<file path="config.mk">
export PLATFORM = sky130hd
export DESIGN_NAME = hsccs_top
export DESIGN_NICKNAME = d
export VERILOG_FILES = /design/src/pkg/hsccs_pkg.sv /design/src/logic/hsccs_ahb_slv.sv /design/src/logic/hsccs_top.sv
export SDC_FILE = /design/constraint.sdc
export NUM_CORES = 1
export LEC_CHECK = 0
export BUFFER_PORTS_ARGS = -buffer_cell sky130_fd_sc_hd__buf_2
export CORE_ASPECT_RATIO = 1.5
export CORE_MARGIN = 5
export CORE_UTILIZATION = 30
export CTS_BUF_LIST = sky130_fd_sc_hd__clkbuf_8 sky130_fd_sc_hd__clkbuf_16
export CTS_CLUSTER_SIZE = 28
export DETAILED_ROUTE_END_ITERATION = 8
export SLEW_MARGIN = 0
export SYNTH_ARGS = -nofsm -noshare
export SYNTH_HDL_FRONTEND = slang
export SYNTH_HIERARCHICAL = 1
export SYNTH_SLANG_ARGS = --single-unit
</file>
<file path="constraint.sdc">
create_clock -name clk -period 17.5 [get_ports clk]
set_clock_uncertainty 0.05 [all_clocks]
set_input_delay 0 -clock clk [delete_from_list [all_inputs] [get_ports clk]]
set_output_delay 0 -clock clk [all_outputs]
set_load 0.005 [all_outputs]
</file>
<file path="src/pkg/hsccs_pkg.sv">
// Constants and encodings of the counter command and status interface.
package hsccs_pkg;
   // Register byte offsets.
   localparam logic [7:0]  HSCCS_OFF_CMD   = 8'h00;
   localparam logic [7:0]  HSCCS_OFF_STAT  = 8'h04;
   localparam logic [7:0]  HSCCS_OFF_CODE  = 8'h08;
   localparam logic [7:0]  HSCCS_OFF_CFG   = 8'h0C;
   localparam logic [7:0]  HSCCS_OFF_DCW0  = 8'h10;
   localparam logic [7:0]  HSCCS_OFF_DCW1  = 8'h14;
   localparam logic [7:0]  HSCCS_OFF_DCW2  = 8'h18;
   localparam logic [7:0]  HSCCS_OFF_HOME  = 8'h1C;
   // Discrete command word fields.
   localparam int          HSCCS_CMD_SACK  = 0;
   localparam int          HSCCS_CMD_PACK  = 4;
   localparam int          HSCCS_CMD_ARM   = 8;
   localparam int          HSCCS_CMD_OEN   = 9;
   localparam int          HSCCS_CMD_CLR   = 15;
   // Status word fields.
   localparam int          HSCCS_ST_STB    = 0;
   localparam int          HSCCS_ST_PRE    = 4;
   localparam int          HSCCS_ST_FOUND  = 8;
   localparam int          HSCCS_ST_HOMEIN = 9;
   localparam int          HSCCS_ST_OUT    = 10;
   localparam int          HSCCS_ST_READY  = 14;
   localparam int          HSCCS_ST_ERR    = 15;
   // Configuration word fields.
   localparam int          HSCCS_CFG_TYPE  = 0;
   localparam int          HSCCS_CFG_REQ   = 8;
   // Counter types.
   localparam logic [1:0]  HSCCS_TYPE_A    = 2'h0;
   localparam logic [1:0]  HSCCS_TYPE_B    = 2'h1;
   localparam logic [1:0]  HSCCS_TYPE_C    = 2'h2;
   localparam logic [1:0]  HSCCS_TYPE_BAD  = 2'h3;
   localparam logic [7:0]  HSCCS_NCNT_A    = 8'h04;
   localparam logic [7:0]  HSCCS_NCNT_B    = 8'h02;
   localparam logic [7:0]  HSCCS_NCNT_C    = 8'h01;
   // Status codes, one table for every counter type.
   localparam logic [7:0]  HSCCS_ERR_NONE  = 8'h00;
   localparam logic [7:0]  HSCCS_ERR_CMD   = 8'h03;
   localparam logic [7:0]  HSCCS_ERR_PARAM = 8'h04;
   localparam logic [7:0]  HSCCS_ERR_SUB   = 8'h05;
   localparam logic [7:0]  HSCCS_ERR_CNT   = 8'h06;
   localparam logic [7:0]  HSCCS_ERR_HOME  = 8'h0A;
   localparam logic [7:0]  HSCCS_ERR_LIM1  = 8'h0B;
   // Data command codes.
   localparam logic [7:0]  HSCCS_DC_ACC    = 8'h01;
   localparam logic [7:0]  HSCCS_DC_HI     = 8'h02;
   localparam logic [7:0]  HSCCS_DC_LO     = 8'h03;
   localparam logic [7:0]  HSCCS_DC_INC    = 8'h04;
   localparam logic [7:0]  HSCCS_DC_DIR    = 8'h05;
   localparam logic [7:0]  HSCCS_DC_TB     = 8'h06;
   localparam logic [7:0]  HSCCS_DC_ON     = 8'h0B;
   localparam logic [7:0]  HSCCS_DC_OFF    = 8'h15;
   localparam logic [7:0]  HSCCS_DC_PRE    = 8'h1F;
   localparam logic [7:0]  HSCCS_DC_OSC    = 8'h32;
   // Request number accepted by the module; the value is arbitrary.
   localparam logic [7:0]  HSCCS_REQ_NUM   = 8'h01;
   // Reset values.
   localparam logic [15:0] HSCCS_RST_CMD   = 16'h0000;
   localparam logic [31:0] HSCCS_RST_HI    = 32'h0000FFFF;
   localparam logic [31:0] HSCCS_RST_LO    = 32'h00000000;
   localparam logic [31:0] HSCCS_RST_HOME  = 32'h00000000;
   localparam logic [1:0]  HSCCS_RST_TYPE  = HSCCS_TYPE_A;
   // AHB encodings.
   localparam logic [2:0]  HSCCS_HSIZE_W   = 3'h2;
   localparam logic        HSCCS_OKAY      = 1'b0;
endpackage : hsccs_pkg

</file>
<file path="src/logic/hsccs_ahb_slv.sv">
// AHB-Lite slave front end of the counter command and status interface.
`timescale 1ns/100ps
module hsccs_ahb_slv import hsccs_pkg::*; (
   input  wire logic        clk,
   input  wire logic        reset,
   input  wire logic        ce,
   input  wire logic        hsel,
   input  wire logic [31:0] haddr,
   input  wire logic [1:0]  htrans,
   input  wire logic        hwrite,
   input  wire logic [2:0]  hsize,
   input  wire logic [31:0] hwdata,
   input  wire logic        hready,
   output logic             hreadyout,
   output logic             hresp,
   output logic [31:0]      hrdata,
   output logic             reg_wr,
   output logic [7:0]       reg_addr,
   output logic [31:0]      reg_wdata,
   input  wire logic [31:0] reg_rdata
);
   typedef enum logic [1:0] {SL_IDLE, SL_WR, SL_RD, SL_RDOUT} hsccs_ph_t;
   typedef struct packed {
      hsccs_ph_t   ph;
      logic [7:0]  addr;
      logic [31:0] rdata;
   } hsccs_slv_t;

   hsccs_slv_t st_r;
   hsccs_slv_t st_nxt;
   logic       take;

   // Reads take one wait state so that read data always comes from a flip-flop.
   always_comb begin
      st_nxt = st_r;
      take   = hsel && htrans[1] && hready && (hsize == HSCCS_HSIZE_W);
      case (st_r.ph)
         SL_RD: begin
            st_nxt.rdata = reg_rdata;
            st_nxt.ph    = SL_RDOUT;
         end
         default: begin
            st_nxt.ph = SL_IDLE;
            if (take) begin
               st_nxt.addr = {haddr[7:2], 2'b00};
               st_nxt.ph   = hwrite ? SL_WR : SL_RD;
            end
         end
      endcase
   end

   always_ff @(posedge clk or posedge reset) begin
      if (reset) begin
         st_r <= '{ph: SL_IDLE, addr: 8'h00, rdata: 32'h00000000};
      end else if (ce) begin
         st_r <= st_nxt;
      end
   end

   assign hreadyout = (st_r.ph != SL_RD);
   assign hresp     = HSCCS_OKAY;
   assign hrdata    = st_r.rdata;
   assign reg_wr    = ce && (st_r.ph == SL_WR);
   assign reg_addr  = st_r.addr;
   assign reg_wdata = hwdata;
endmodule : hsccs_ahb_slv

</file>
<file path="src/logic/hsccs_top.sv">
// Command word, status latches, homing, error code and data command parsing.
`timescale 1ns/100ps
module hsccs_top import hsccs_pkg::*; (
   input  wire logic        clk,
   input  wire logic        reset,
   input  wire logic        ce,
   input  wire logic        hsel,
   input  wire logic [31:0] haddr,
   input  wire logic [1:0]  htrans,
   input  wire logic        hwrite,
   input  wire logic [2:0]  hsize,
   input  wire logic [31:0] hwdata,
   input  wire logic        hready,
   output logic             hreadyout,
   output logic             hresp,
   output logic [31:0]      hrdata,
   input  wire logic [3:0]  strobe_evt,
   input  wire logic [3:0]  preload_evt,
   input  wire logic [3:0]  out_req,
   input  wire logic        home_switch,
   input  wire logic        marker_in,
   input  wire logic        mem_fault,
   output logic [3:0]       out_on,
   output logic             home_load,
   output logic [31:0]      home_count,
   output logic             home_found,
   output logic             dcmd_valid,
   output logic [7:0]       dcmd_counter,
   output logic [7:0]       dcmd_code,
   output logic [31:0]      dcmd_data,
   output logic [15:0]      status_word,
   output logic [15:0]      analog_input_words,
   output logic             error_flag,
   output logic             module_ready,
   output logic             wdog_kick
);
   typedef struct packed {
      logic [15:0]      cmd;
      logic [3:0]       stb;
      logic [3:0]       pre;
      logic [3:0]       out_on;
      logic             found;
      logic             home_load;
      logic [31:0]      home_cnt;
      logic [1:0]       ctype;
      logic [7:0]       reqnum;
      logic [15:0]      dcw0;
      logic [15:0]      dcw1;
      logic [1:0]       wcnt;
      logic [3:0][31:0] hi;
      logic [3:0][31:0] lo;
      logic             err;
      logic [7:0]       code;
      logic             fault;
      logic             kick;
      logic             dvalid;
      logic [7:0]       dcnt;
      logic [7:0]       dcode;
      logic [31:0]      ddata;
   } hsccs_core_t;

   hsccs_core_t st_r;
   hsccs_core_t st_nxt;

   logic        bus_wr;
   logic [7:0]  bus_addr;
   logic [31:0] bus_wdata;
   logic [31:0] bus_rdata;
   logic        cmd_wr;
   logic        err_clr;
   logic [3:0]  sack_clr;
   logic [3:0]  pack_clr;
   logic        arm_now;
   logic        arm_prev;
   logic        evt;
   logic [7:0]  evt_code;
   logic [7:0]  cnum;
   logic [7:0]  ccode;
   logic [1:0]  idx;
   logic [31:0] ddata;
   logic        cnt_ok;
   logic        code_ok;
   logic [7:0]  nmax;

   hsccs_ahb_slv u_slv (
      .clk       (clk),
      .reset     (reset),
      .ce        (ce),
      .hsel      (hsel),
      .haddr     (haddr),
      .htrans    (htrans),
      .hwrite    (hwrite),
      .hsize     (hsize),
      .hwdata    (hwdata),
      .hready    (hready),
      .hreadyout (hreadyout),
      .hresp     (hresp),
      .hrdata    (hrdata),
      .reg_wr    (bus_wr),
      .reg_addr  (bus_addr),
      .reg_wdata (bus_wdata),
      .reg_rdata (bus_rdata)
   );

   always_comb begin
      st_nxt           = st_r;
      st_nxt.home_load = 1'b0;
      st_nxt.dvalid    = 1'b0;
      evt              = 1'b0;
      evt_code         = HSCCS_ERR_NONE;
      cmd_wr           = bus_wr && (bus_addr == HSCCS_OFF_CMD);
      err_clr          = cmd_wr && bus_wdata[HSCCS_CMD_CLR];
      sack_clr         = cmd_wr ? bus_wdata[HSCCS_CMD_SACK +: 4] : 4'h0;
      pack_clr         = cmd_wr ? bus_wdata[HSCCS_CMD_PACK +: 4] : 4'h0;
      if (cmd_wr) begin
         st_nxt.cmd = bus_wdata[15:0];
      end
      // A new event in the acknowledge cycle wins over the clear.
      st_nxt.stb    = (st_r.stb & ~sack_clr) | strobe_evt;
      st_nxt.pre    = (st_r.pre & ~pack_clr) | preload_evt;
      // Gated with the next command word so that the gate and the output change together.
      st_nxt.out_on = out_req & st_nxt.cmd[HSCCS_CMD_OEN +: 4];

      // Homing only exists for the single-counter type.
      arm_now  = st_nxt.cmd[HSCCS_CMD_ARM] && (st_r.ctype == HSCCS_TYPE_C);
      arm_prev = st_r.cmd[HSCCS_CMD_ARM] && (st_r.ctype == HSCCS_TYPE_C);
      if (arm_now && !arm_prev) begin
         st_nxt.found = 1'b0;
      end
      if (arm_now && home_switch && marker_in && !st_r.found) begin
         st_nxt.home_load = 1'b1;
         st_nxt.found     = 1'b1;
      end
      if (arm_prev && !arm_now && !st_r.found) begin
         evt      = 1'b1;
         evt_code = HSCCS_ERR_HOME;
      end

      if (bus_wr && (bus_addr == HSCCS_OFF_HOME)) begin
         st_nxt.home_cnt = bus_wdata;
      end
      if (bus_wr && (bus_addr == HSCCS_OFF_CFG)) begin
         st_nxt.reqnum = bus_wdata[HSCCS_CFG_REQ +: 8];
         if (bus_wdata[HSCCS_CFG_TYPE +: 2] == HSCCS_TYPE_BAD) begin
            evt      = 1'b1;
            evt_code = HSCCS_ERR_PARAM;
         end else begin
            st_nxt.ctype = bus_wdata[HSCCS_CFG_TYPE +: 2];
         end
      end

      // Three 16-bit words in order make one six-byte command; a broken
      // sequence is dropped so a stale half command is never executed.
      cnum  = st_r.dcw0[15:8];
      ccode = st_r.dcw0[7:0];
      idx   = cnum[1:0] - 2'h1;
      ddata = {bus_wdata[15:0], st_r.dcw1};
      case (st_r.ctype)
         HSCCS_TYPE_B: nmax = HSCCS_NCNT_B;
         HSCCS_TYPE_C: nmax = HSCCS_NCNT_C;
         default:      nmax = HSCCS_NCNT_A;
      endcase
      case (ccode)
         HSCCS_DC_ACC, HSCCS_DC_HI, HSCCS_DC_LO, HSCCS_DC_INC, HSCCS_DC_DIR, HSCCS_DC_TB,
         HSCCS_DC_ON, HSCCS_DC_OFF, HSCCS_DC_PRE: code_ok = (cnum != 8'h00);
         HSCCS_DC_OSC: code_ok = (cnum == 8'h00);
         default:      code_ok = 1'b0;
      endcase
      cnt_ok = ((cnum != 8'h00) && (cnum <= nmax)) ||
               ((cnum == 8'h00) && (ccode == HSCCS_DC_OSC));
      if (bus_wr && (bus_addr == HSCCS_OFF_DCW0)) begin
         st_nxt.dcw0 = bus_wdata[15:0];
         st_nxt.wcnt = 2'h1;
      end else if (bus_wr && (bus_addr == HSCCS_OFF_DCW1)) begin
         st_nxt.dcw1 = bus_wdata[15:0];
         st_nxt.wcnt = (st_r.wcnt == 2'h1) ? 2'h2 : 2'h0;
      end else if (bus_wr && (bus_addr == HSCCS_OFF_DCW2)) begin
         st_nxt.wcnt = 2'h0;
         if (st_r.wcnt == 2'h2) begin
            if (st_r.reqnum != HSCCS_REQ_NUM) begin
               evt      = 1'b1;
               evt_code = HSCCS_ERR_CMD;
            end else if (!cnt_ok) begin
               evt      = 1'b1;
               evt_code = HSCCS_ERR_CNT;
            end else if (!code_ok) begin
               evt      = 1'b1;
               evt_code = HSCCS_ERR_SUB;
            end else if ((ccode == HSCCS_DC_HI) && ($signed(ddata) < $signed(st_r.lo[idx])) ||
                         (ccode == HSCCS_DC_LO) && ($signed(st_r.hi[idx]) < $signed(ddata))) begin
               evt      = 1'b1;
               evt_code = HSCCS_ERR_LIM1 + {6'h00, idx};
            end else begin
               if (ccode == HSCCS_DC_HI) begin
                  st_nxt.hi[idx] = ddata;
               end
               if (ccode == HSCCS_DC_LO) begin
                  st_nxt.lo[idx] = ddata;
               end
               st_nxt.dvalid = 1'b1;
               st_nxt.dcnt   = cnum;
               st_nxt.dcode  = ccode;
               st_nxt.ddata  = ddata;
            end
         end
      end

      // The first error is held; a later one is only taken with a clear.
      if (evt && (!st_r.err || err_clr)) begin
         st_nxt.err  = 1'b1;
         st_nxt.code = evt_code;
      end else if (err_clr) begin
         st_nxt.err  = 1'b0;
         st_nxt.code = HSCCS_ERR_NONE;
      end

      // A memory fault raises no code; the kick simply stops so the watchdog runs out.
      st_nxt.fault = st_r.fault | mem_fault;
      st_nxt.kick  = st_nxt.fault ? st_r.kick : ~st_r.kick;
   end

   always_comb begin
      case (bus_addr)
         HSCCS_OFF_CMD:  bus_rdata = {16'h0000, st_r.cmd};
         HSCCS_OFF_STAT: bus_rdata = {16'h0000, status_word};
         HSCCS_OFF_CODE: bus_rdata = {24'h000000, st_r.code};
         HSCCS_OFF_CFG:  bus_rdata = {16'h0000, st_r.reqnum, 6'h00, st_r.ctype};
         HSCCS_OFF_DCW0: bus_rdata = {16'h0000, st_r.dcw0};
         HSCCS_OFF_DCW1: bus_rdata = {16'h0000, st_r.dcw1};
         HSCCS_OFF_HOME: bus_rdata = st_r.home_cnt;
         default:        bus_rdata = 32'h00000000;
      endcase
   end

   always_ff @(posedge clk or posedge reset) begin
      if (reset) begin
         st_r          <= '0;
         st_r.cmd      <= HSCCS_RST_CMD;
         st_r.ctype    <= HSCCS_RST_TYPE;
         st_r.reqnum   <= HSCCS_REQ_NUM;
         st_r.home_cnt <= HSCCS_RST_HOME;
         st_r.hi       <= {4{HSCCS_RST_HI}};
         st_r.lo       <= {4{HSCCS_RST_LO}};
      end else if (ce) begin
         st_r <= st_nxt;
      end
   end

   assign out_on             = st_r.out_on;
   assign home_load          = st_r.home_load;
   assign home_count         = st_r.home_cnt;
   assign home_found         = st_r.found;
   assign dcmd_valid         = st_r.dvalid;
   assign dcmd_counter       = st_r.dcnt;
   assign dcmd_code          = st_r.dcode;
   assign dcmd_data          = st_r.ddata;
   assign analog_input_words = {8'h00, st_r.code};
   assign error_flag         = st_r.err;
   assign module_ready       = !st_r.fault;
   assign wdog_kick          = st_r.kick;
   always_comb begin
      status_word                         = 16'h0000;
      status_word[HSCCS_ST_STB +: 4]      = st_r.stb;
      status_word[HSCCS_ST_PRE +: 4]      = st_r.pre;
      status_word[HSCCS_ST_FOUND]         = st_r.found;
      status_word[HSCCS_ST_HOMEIN]        = home_switch;
      status_word[HSCCS_ST_OUT +: 4]      = st_r.out_on;
      status_word[HSCCS_ST_READY]         = !st_r.fault;
      status_word[HSCCS_ST_ERR]           = st_r.err;
   end

   for (genvar g = 0; g < 4; g++) begin : g_lim

   end
endmodule : hsccs_top

</file>
== Yosys cells after proc, flatten, opt, wreduce, memory -nomap -nowiden ==
Cells that the tools add are included.

* Flip-flop bits (word level): 462
* Input port bits: 90
* Logic and storage cells: 199

* Add/subtract/negate cells: 2
* Order comparisons: 5
* Equality and inequality tests: 27
* Multiplexer cells: 62
* Bitwise logic cells: 16
* Reduce and logical (&&, ||, !) cells: 55

{| class="wikitable"
|+ Operator list
! kind !! number
|-
| 2-to-1 mux 256 bit || 5
|-
| 2-to-1 mux 49 bit || 8
|-
| 2-to-1 mux 258 bit || 1
|-
| bitwise mux 128 bit || 2
|-
| 2-to-1 mux 128 bit || 2
|-
| one-hot mux 32 bit (7 select lines) || 1
|-
| binary-select mux 32 bit (select 2 bit) || 2
|-
| 2-to-1 mux 32 bit || 3
|-
| 2-to-1 mux 8 bit || 10
|-
| demux 32 bit (select 2 bit) || 1
|-
| less-than comparator 32 bit || 2
|-
| logical AND 1 bit || 25
|-
| equality test 6 x 3 -> 1 bit (second input constant) || 4
|-
| equality test 8 x 3 -> 1 bit (second input constant) || 3
|-
| AND reduction 10 bit || 2
|-
| 2-to-1 mux 9 bit || 2
|-
| AND reduction 2 bit || 9
|-
| equality test 8 x 2 -> 1 bit (second input constant) || 2
|-
| equality test 8 x 5 -> 1 bit (second input constant) || 2
|-
| zero test 8 bit || 2
|-
| 2-to-1 mux 13 bit || 1
|-
| bitwise AND 4 bit || 3
|-
| equality test 6 x 2 -> 1 bit (second input constant) || 2
|-
| 2-to-1 mux 1 bit || 12
|-
| 31 further kinds || 61
|}

== Depth between registers and ports, before layout ==
Gate-level depths: netlist of the first run.

* Depth after elaboration: 22
* Gate-level depth with buffers: 20
* Mapped depth without buffers: 13

== Hierarchy ==
The synthesis of the first run kept the hierarchy.

{| class="wikitable"
|+ Modules (own cells, without submodules)
! module !! times used !! cells an instance !! area an instance (um2) !! sequential area each (um2)
|-
| hsccs_top || 1 || 1,656 || 21,343.0 || 10,541.4
|-
| hsccs_ahb_slv || 1 || 170 || 2,234.6 || 1,001.0
|}

== Worst setup path after synthesis of the first run ==
Ideal clock, no wire load.

* Path type: register -> register
* From: reg st_r, in the netlist cnum[0]
* To: reg (tool-made name)
* Data arrival time: 5.360 ns
* Required time: 17.325 ns
* Slack: 11.965 ns
* Cell stages (with the launch flop): 21
* Path through: dfrtp_1 buf_2 buf_1 clkbuf_1 inv_1 ha_1 buf_2 buf_1 clkbuf_1 mux4_2 ha_1 a211oi_1 o21ai_0 o221ai_1 o2111ai_1 or2_1 a221oi_2 buf_4 nand4_4 buf_6 mux2_4

{| class="wikitable"
|+ RTL lines
! what !! line !! RTL
|-
| from (decl) || hsccs_top.sv:62 || <nowiki>hsccs_core_t st_r;</nowiki>
|-
| from (signal assigned) || hsccs_top.sv:245 || <nowiki>st_r <= st_nxt;</nowiki>
|}

==> summary.md, run 1 <==
| Metric | Value |
|---|---|
| Final critical-path setup slack | 10.38 ns |
| Ys flop type | dfrtp_1 |
| CTS Buf Count | 50 |
| H-tree depth | 2 |
| Final setup fails | 0 |
| Worst Hold Class | in -> async |
| Tcrit/Tclk final | 40.7% |
| Site Rows | 126 |
| Part of the power in combinational logic | 5.9% |
| Crit path DAT | 7.54 ns |
| Die W | 239 µm |
| Initial Util | 30.1% |
| CTS tree | built |
| Relative slew slack | 16.9% |
| Register area share after synthesis | 49.0% |
| Yosys top cell by area | dfrtp_1 |
| GRT Total Usage | 14.0% |
| Internal | 1.79 mW |
| Longest Clk Path Bufs | 3 |
| DRT iter0 DRCs | 825 |
| Worst setup EP type | register |
| Initial antenna violation count | 1 |
| Buf+Inv Stages, Crit Path | 3 |
| Clock network fraction of total power | 47.2% |
| Fraction of layout cells with a size suffix above 1 | 41.5% |
| Sequential group share of total power | 46.9% |
| Critical path required time | 17.91 ns |
| Fin crit period | 7.12 ns |
| Die area | 84400 µm² |
| Drt drc | 0 |
| Sw frac | 23.3% |
| DRT Wirelength | 60200 µm |
| Slew @ Worst Pin | 1.24 ns |
| Core ar. | 78400 µm² |
| Number of vias in the routed layout | 14400 |
| Clk slew on worst S/H paths | 0.06 ns |
| Unrepaired setup endpoints after global routing | false |
| Critical Path, Cell by Cell | inv_1 > ha_2 > buf_4 > mux4_2 > ha_1 > nand4_1 > nor3_1 > nand2_1 > a311oi_1 > nor3_1 > a221oi_2 > buf_4 > nand4_4 > mux2_4 |
| Worst-path fanout max | 37 |
| Share of the synthesized area in the top cell type | 41.7% |
| Post-CTS setup buffer count | 0 |
| Cells after Synth | 1826 |
| Synthesized area | 23600 µm² |
| Count leader, synth | dfrtp_1 |
| Commonest cells in the netlist | dfrtp_1 (393), mux2_2 (202), buf_4 (191) |
| DP Wirelength | 40700 µm |
| Cts hold-fix bufs | 82 |
| Setup CP Type | reg -> reg |
| Clk sinks | 458 |
| Count of different cell masters after synthesis | 68 |
| Avg Cell Area, Syn | 12.9 µm² |
| Mean routed wirelength per cell | 20.3 µm |
| Post-synth EDFFs | 0 |
| Max Fclk | 140 MHz |
| Synthesis Warnings | 6 |
| Buffers on Ports | 205 |
| Cts repair resizes | 0 |
| CP Launch Type | register |
| Final Net Count | 2069 |
| Power Dens Cells | 87.1 nW/µm² |
| Max VDD drop | 72.5 µV |
| GPL Wtd Cong | 0.828 |
| Max_cap viols | 0 |
| Fillers | 7604 |
| Largest net degree at the start of global routing | 171 |
| Synth top area cells | dfrtp_1 (42%), mux2_2 (9.6%), mux2_4 (9.6%) |
| Routed vias/inst | 4.85 |
| #FFs+latches synth | 458 |
| Ports | 246 |
| Clock insertion delay at the later pin of the skew report | 0.59 ns |
| Worst path slowest cell | ha_2 |
| Total congestion overflow | 0 |
| Final ANT Viol Nets | 0 |
| Dpl ws | 10.21 ns |
| Vias in the first global route | 15800 |
| TritonRoute pass-1 iters | 5 |
| Static leakage | 13.3 nW |
| Status | complete, no violations |
| Cell family with most CP delay | simple AND/OR/NAND/NOR gates |
| Area of the multi-input gates | 9830 µm² |
| Setup TNS | 0 ns |
| Die Span Y | 353 µm |
| Sequential cell area | 11500 µm² |
| Ys async rst share | 100% |
| CP max stage delay | 0.98 ns |
| Area grow syn2layout | 13.5% |
| Slew Viols, Final | 0 |
| First-pass GRT wire length | 93700 µm |
| Final hold vios | 0 |
| CTS Root Cell | clkbuf_16 |
| Switching power | 0.543 mW |
==> power by group through the flow <==
stage | Combinational, mW | Sequential, mW | Clock (mW)
after global routing | 0.155 | 1.10 | 1.18
final | 0.138 | 1.09 | 1.10
after floorplan | 0.0975 | 1.10 | 0
after detailed placement | 0.125 | 1.11 | 0
after global placement | 0.123 | 1.11 | 0
after CTS | 0.141 | 1.09 | 1.14
==> cell families after synthesis <==
| group | Yosys count | synth area share [%] |
|---|---|---|
| AOI/OAI and AO/OA | 201 | 5.58 |
| xor gates and xnor gates | 1 | 0.0372 |
| adders and majority gates | 73 | 3.87 |
| buffers and inverters | 380 | 9.59 |
| DFF | 458 | 49.0 |
| muxes | 427 | 25.8 |
| other | 2 | 0.0319 |
| and+or+nand+nor | 284 | 6.15 |
==> final timing paths <==
path	slack, ns	cells after the start	from	end
max	10.38	14	cnum[0]	register
max reg2reg	10.38	14	cnum[0]	register
min	0.09	4	reset	u_slv/hrdata[10]
max in group asynchronous	15.10	5	reset	async pin
min in group clk	0.13	3	hwdata[29]	home_count[29]
min reg2reg	0.43	2	st_r[407]	st_r[407]
==> cells in the final DEF (no fill, tap or decap), types with 8 or more instances in the layout <==
master         instances
a22oi_1               38
mux2_2               202
buf_4                 26
mux2_4               150
a211oi_1              10
o21ai_0               81
inv_1                 94
mux4_2                64
ha_1                  72
nand4_1               15
and2_1                24
nand2_1              133
nor2_1                34
nand3_1               27
a21oi_1               16
dfrtp_1              392
conb_1                15
dfstp_2               65
buf_2                205
mux2i_1               11
a22o_1                 8
clkbuf_8              12
dlygate4sd3_1         82
clkbuf_16             50
==> layout make-up <==
cell class | count | share of cell area (%)
multi-input cells | 1001 | 36.7
diodes | 1 | 0.00935
inverters | 81 | 1.16
repair buffers | 314 | 7.70
clock inverters | 29 | 1.16
flip-flops and latches | 458 | 43.1
clock buffers | 62 | 5.29
well taps | 1024 | 4.79
==> per-stage QoR <==
step	hold slack (ns)	area (µm²)	instances	util [%]	total power, mW
after floorplan	0.0308	23600	1839	-	1.20
after global routing	0.121	26800	2969	34.2	2.43
final	0.0919	26800	2970	34.2	2.33
after CTS	0.0752	26800	2969	34.2	2.37
after global placement	0.157	24200	2796	30.9	1.23
after detailed placement	0.163	24200	2796	30.9	1.24
==> routing by layer <==
metal  share of wire (%)  vias to the layer above  track usage [%]
li1                    -                     6424                -
met1                  41                     7471             17.2
met2                  50                      399             24.5
met3                 5.2                      103             2.39
met4                 3.6                        0             5.08
met5                   0                        -                0
==> worst register-to-register path, stage by stage (launching register included) <==
cell and delay (ns):
dfrtp_4 0.91, inv_1 0.22, ha_2 0.98, buf_4 0.65, mux4_2 0.41, ha_1 0.38, nand4_1 0.13, nor3_1 0.48
nand2_1 0.21, a311oi_1 0.49, nor3_1 0.13, a221oi_2 0.21, buf_4 0.28, nand4_4 0.83, mux2_4 0.63
Power figures use the tool's default switching activity.
==> run 2, diff against run 1 <==
==> constraint.sdc (replaced) <==
create_clock -name clk -period 6 [get_ports clk]
set_clock_uncertainty 0.05 [all_clocks]
set_input_delay 0 -clock clk [delete_from_list [all_inputs] [get_ports clk]]
set_output_delay 0 -clock clk [all_outputs]
set_load 0.005 [all_outputs]
==> summary.md, run 2 (same netlist as run 1, synthesis figures left out) <==
| Metric | Value |
|---|---|
| Critical path required time | 6.43 ns (was 17.91 ns) |
| DP Area | 24400 µm² (was 24200 µm²) |
| Worst Hold Class | in -> async (unchanged) |
| Fin crit period | 5.19 ns (was 7.12 ns) |
| Drt drc | 0 (unchanged) |
| Met2 usage | 24.9% (was 24.5%) |
| Initial antenna violation count | 2 (was 1) |
| Die area | 84400 µm² (unchanged) |
| H-tree depth | 2 (unchanged) |
| Switching power | 1.63 mW (was 0.543 mW) |
| Fraction of layout cells with a size suffix above 1 | 41.5% (about the same) |
| Design Power | 6.79 mW (was 2.33 mW) |
| GR Util met1 | 17.3% (was 17.2%) |
| Critical Path, Cell by Cell | inv_1 > ha_2 > buf_4 > mux4_2 > ha_1 > a21oi_1 > o21ai_0 > a221oi_1 > o2111ai_1 > or2_1 > a221oi_2 > nand4_4 > buf_4 > mux2_4 (was inv_1 > ha_2 > buf_4 > mux4_2 > ha_1 > nand4_1 > nor3_1 > nand2_1 > a311oi_1 > nor3_1 > a221oi_2 > buf_4 > nand4_4 > mux2_4) |
| Ports | 246 (unchanged) |
| Fillers | 7512 (was 7604) |
| CTS Root Cell | clkbuf_16 (unchanged) |
| Commonest non-fill, non-tap cell in the layout | dfrtp_1 (unchanged) |
| Status | complete, no violations (unchanged) |
| Mean routed wirelength per cell | 20.3 µm (about the same) |
| Site Rows | 126 (unchanged) |
| Unrepaired setup endpoints after global routing | false (unchanged) |
| Buf+Inv Stages, Crit Path | 3 (unchanged) |
| Longest Clk Path Bufs | 3 (unchanged) |
| Area of the multi-input gates | 9830 µm² (unchanged) |
| Clock insertion delay at the later pin of the skew report | 0.61 ns (was 0.59 ns) |
| Clk slew on worst S/H paths | 0.07 ns (was 0.06 ns) |
| Crit path DAT | 5.61 ns (was 7.54 ns) |
| Final hold vios | 0 (unchanged) |
| Total congestion overflow | 0 (unchanged) |
| Core ar. | 78400 µm² (unchanged) |
| First-pass GRT wire length | 94000 µm (was 93700 µm) |
| Worst-path fanout max | 26 (was 37) |
| Area grow syn2layout | 14.5% (was 13.5%) |
| Clk sinks | 458 (unchanged) |
| DRT Wirelength | 60500 µm (was 60200 µm) |
| CTS Buf Count | 51 (was 50) |
| Slew Viols, Final | 0 (unchanged) |
| Final setup fails | 0 (unchanged) |
| CP max stage delay | 0.56 ns (was 0.98 ns) |
| Sequential group share of total power | 46.9% (about the same) |
| Largest net degree at the start of global routing | 167 (was 171) |
| Setup CP Type | reg -> reg (unchanged) |
| Static leakage | 13.4 nW (was 13.3 nW) |
| Vias in the first global route | 15700 (was 15800) |
| DP Wirelength | 41300 µm (was 40700 µm) |
| CP Launch Type | register (unchanged) |
| Cts repair resizes | 0 (unchanged) |
| Cell family with most CP delay | compound AO/OA/AOI/OAI gates (was simple AND/OR/NAND/NOR gates) |
| Worst path slowest cell | a221oi_1 (was ha_2) |
| Cts hold-fix bufs | 85 (was 82) |
| Sequential cell area | 11500 µm² (unchanged) |
| Max VDD drop | 175 µV (was 72.5 µV) |
| Most used cell, CP | buf_4 |
| Tcrit/Tclk final | 86.4% (was 40.7%) |
| GRT Total Usage | 14.1% (was 14.0%) |
| GRT busiest layer | met2 (unchanged) |
| Part of the power in combinational logic | 6.2% (was 5.9%) |
| Final ANT Viol Nets | 0 (unchanged) |
| Sw frac | 24.0% (was 23.3%) |
| Met3 Use GR | 2.34% (was 2.39%) |
| DRT iter0 DRCs | 750 (was 825) |
| CTS tree | built (unchanged) |
| Relative slew slack | 22.9% (was 16.9%) |
| Most frequent cells in the layout | dfrtp_1 (392), buf_2 (205), mux2_2 (202), mux2_4 (150), nand2_1 (133) (unchanged) |
| Fin area | 27000 µm² (was 26800 µm²) |
| Power Dens Cells | 251 nW/µm² (was 87.1 nW/µm²) |
| Die Span Y | 353 µm (unchanged) |
| Clock network fraction of total power | 46.9% (was 47.2%) |
| Internal | 5.16 mW (was 1.79 mW) |
| Setup TNS | 0 ns (unchanged) |
| Routed vias/inst | 4.83 (was 4.85) |
| Max Fclk | 193 MHz (was 140 MHz) |
| Final Net Count | 2082 (was 2069) |
| Initial Util | 30.1% (unchanged) |
| TritonRoute pass-1 iters | 6 (was 5) |
| Die W | 239 µm (unchanged) |
| Worst setup EP type | register (unchanged) |
| Buffers on Ports | 205 (unchanged) |
| Slew @ Worst Pin | 1.15 ns (was 1.24 ns) |
| Post-CTS setup buffer count | 0 (unchanged) |
| GPL Wtd Cong | 0.805 (was 0.828) |
| Number of vias in the routed layout | 14400 (about the same) |
| Max_cap viols | 0 (unchanged) |
[run 2: worst min-delay path, stage by stage]
cell and delay [ns]:
dlygate4sd3_1 0.53, buf_2 0.14, clkinvlp_4 0.09, buf_12 0.47
[run 2: through the flow]
| stage | hold slack, ns | util (%) | setup WS [ns] | instances |
|---|---|---|---|---|
| after floorplan | 0.0308 | - | 0.366 | 1839 |
| after global placement | -0.0776 | 31.2 | 0.905 | 2805 |
| after detailed placement | -0.0782 | 31.2 | 0.798 | 2805 |
| after CTS | 0.0586 | 34.5 | 0.762 | 2986 |
| after global routing | 0.101 | 34.5 | 0.555 | 2986 |
| final | 0.0579 | 34.5 | 0.815 | 2987 |
[run 2: power groups by stage]
| stage | combinational, mW | sequential [mW] | clock, mW |
|---|---|---|---|
| after global routing | 0.468 | 3.19 | 3.40 |
| after detailed placement | 0.377 | 3.24 | 0 |
| after floorplan | 0.285 | 3.22 | 0 |
| final | 0.420 | 3.18 | 3.18 |
| after global placement | 0.367 | 3.23 | 0 |
| after CTS | 0.426 | 3.18 | 3.27 |
[run 2: path summary, 6_finish.rpt]
check,start,to,slack [ns],cells after the start
max,cnum[1],register,0.81,14
min,reset,home_count[5],0.06,4
max reg2reg,cnum[1],register,0.81,14
min reg2reg,st_r[411],st_r[411],0.43,2
max in group asynchronous,reset,async pin,4.30,5
min in group clk,hwdata[22],home_count[22],0.12,3
[run 2: final cells by class]
cell class,instances,share of cell area [%]
Timing Repair Buffer,326,8.55
Antenna cell,1,0.00927
Inverter,81,1.14
Clock buffer,57,5.07
Clock inverter,39,1.31
Multi-Input combinational cell,1001,36.4
Tap cell,1024,4.74
Sequential cell,458,42.8
[run 2: metal layers]
metal | part of all wire, % | vias to the layer above
met5 | 0 | -
met4 | 3.3 | 0
met3 | 5.5 | 97
met2 | 50 | 440
met1 | 41 | 7442
li1 | - | 6451
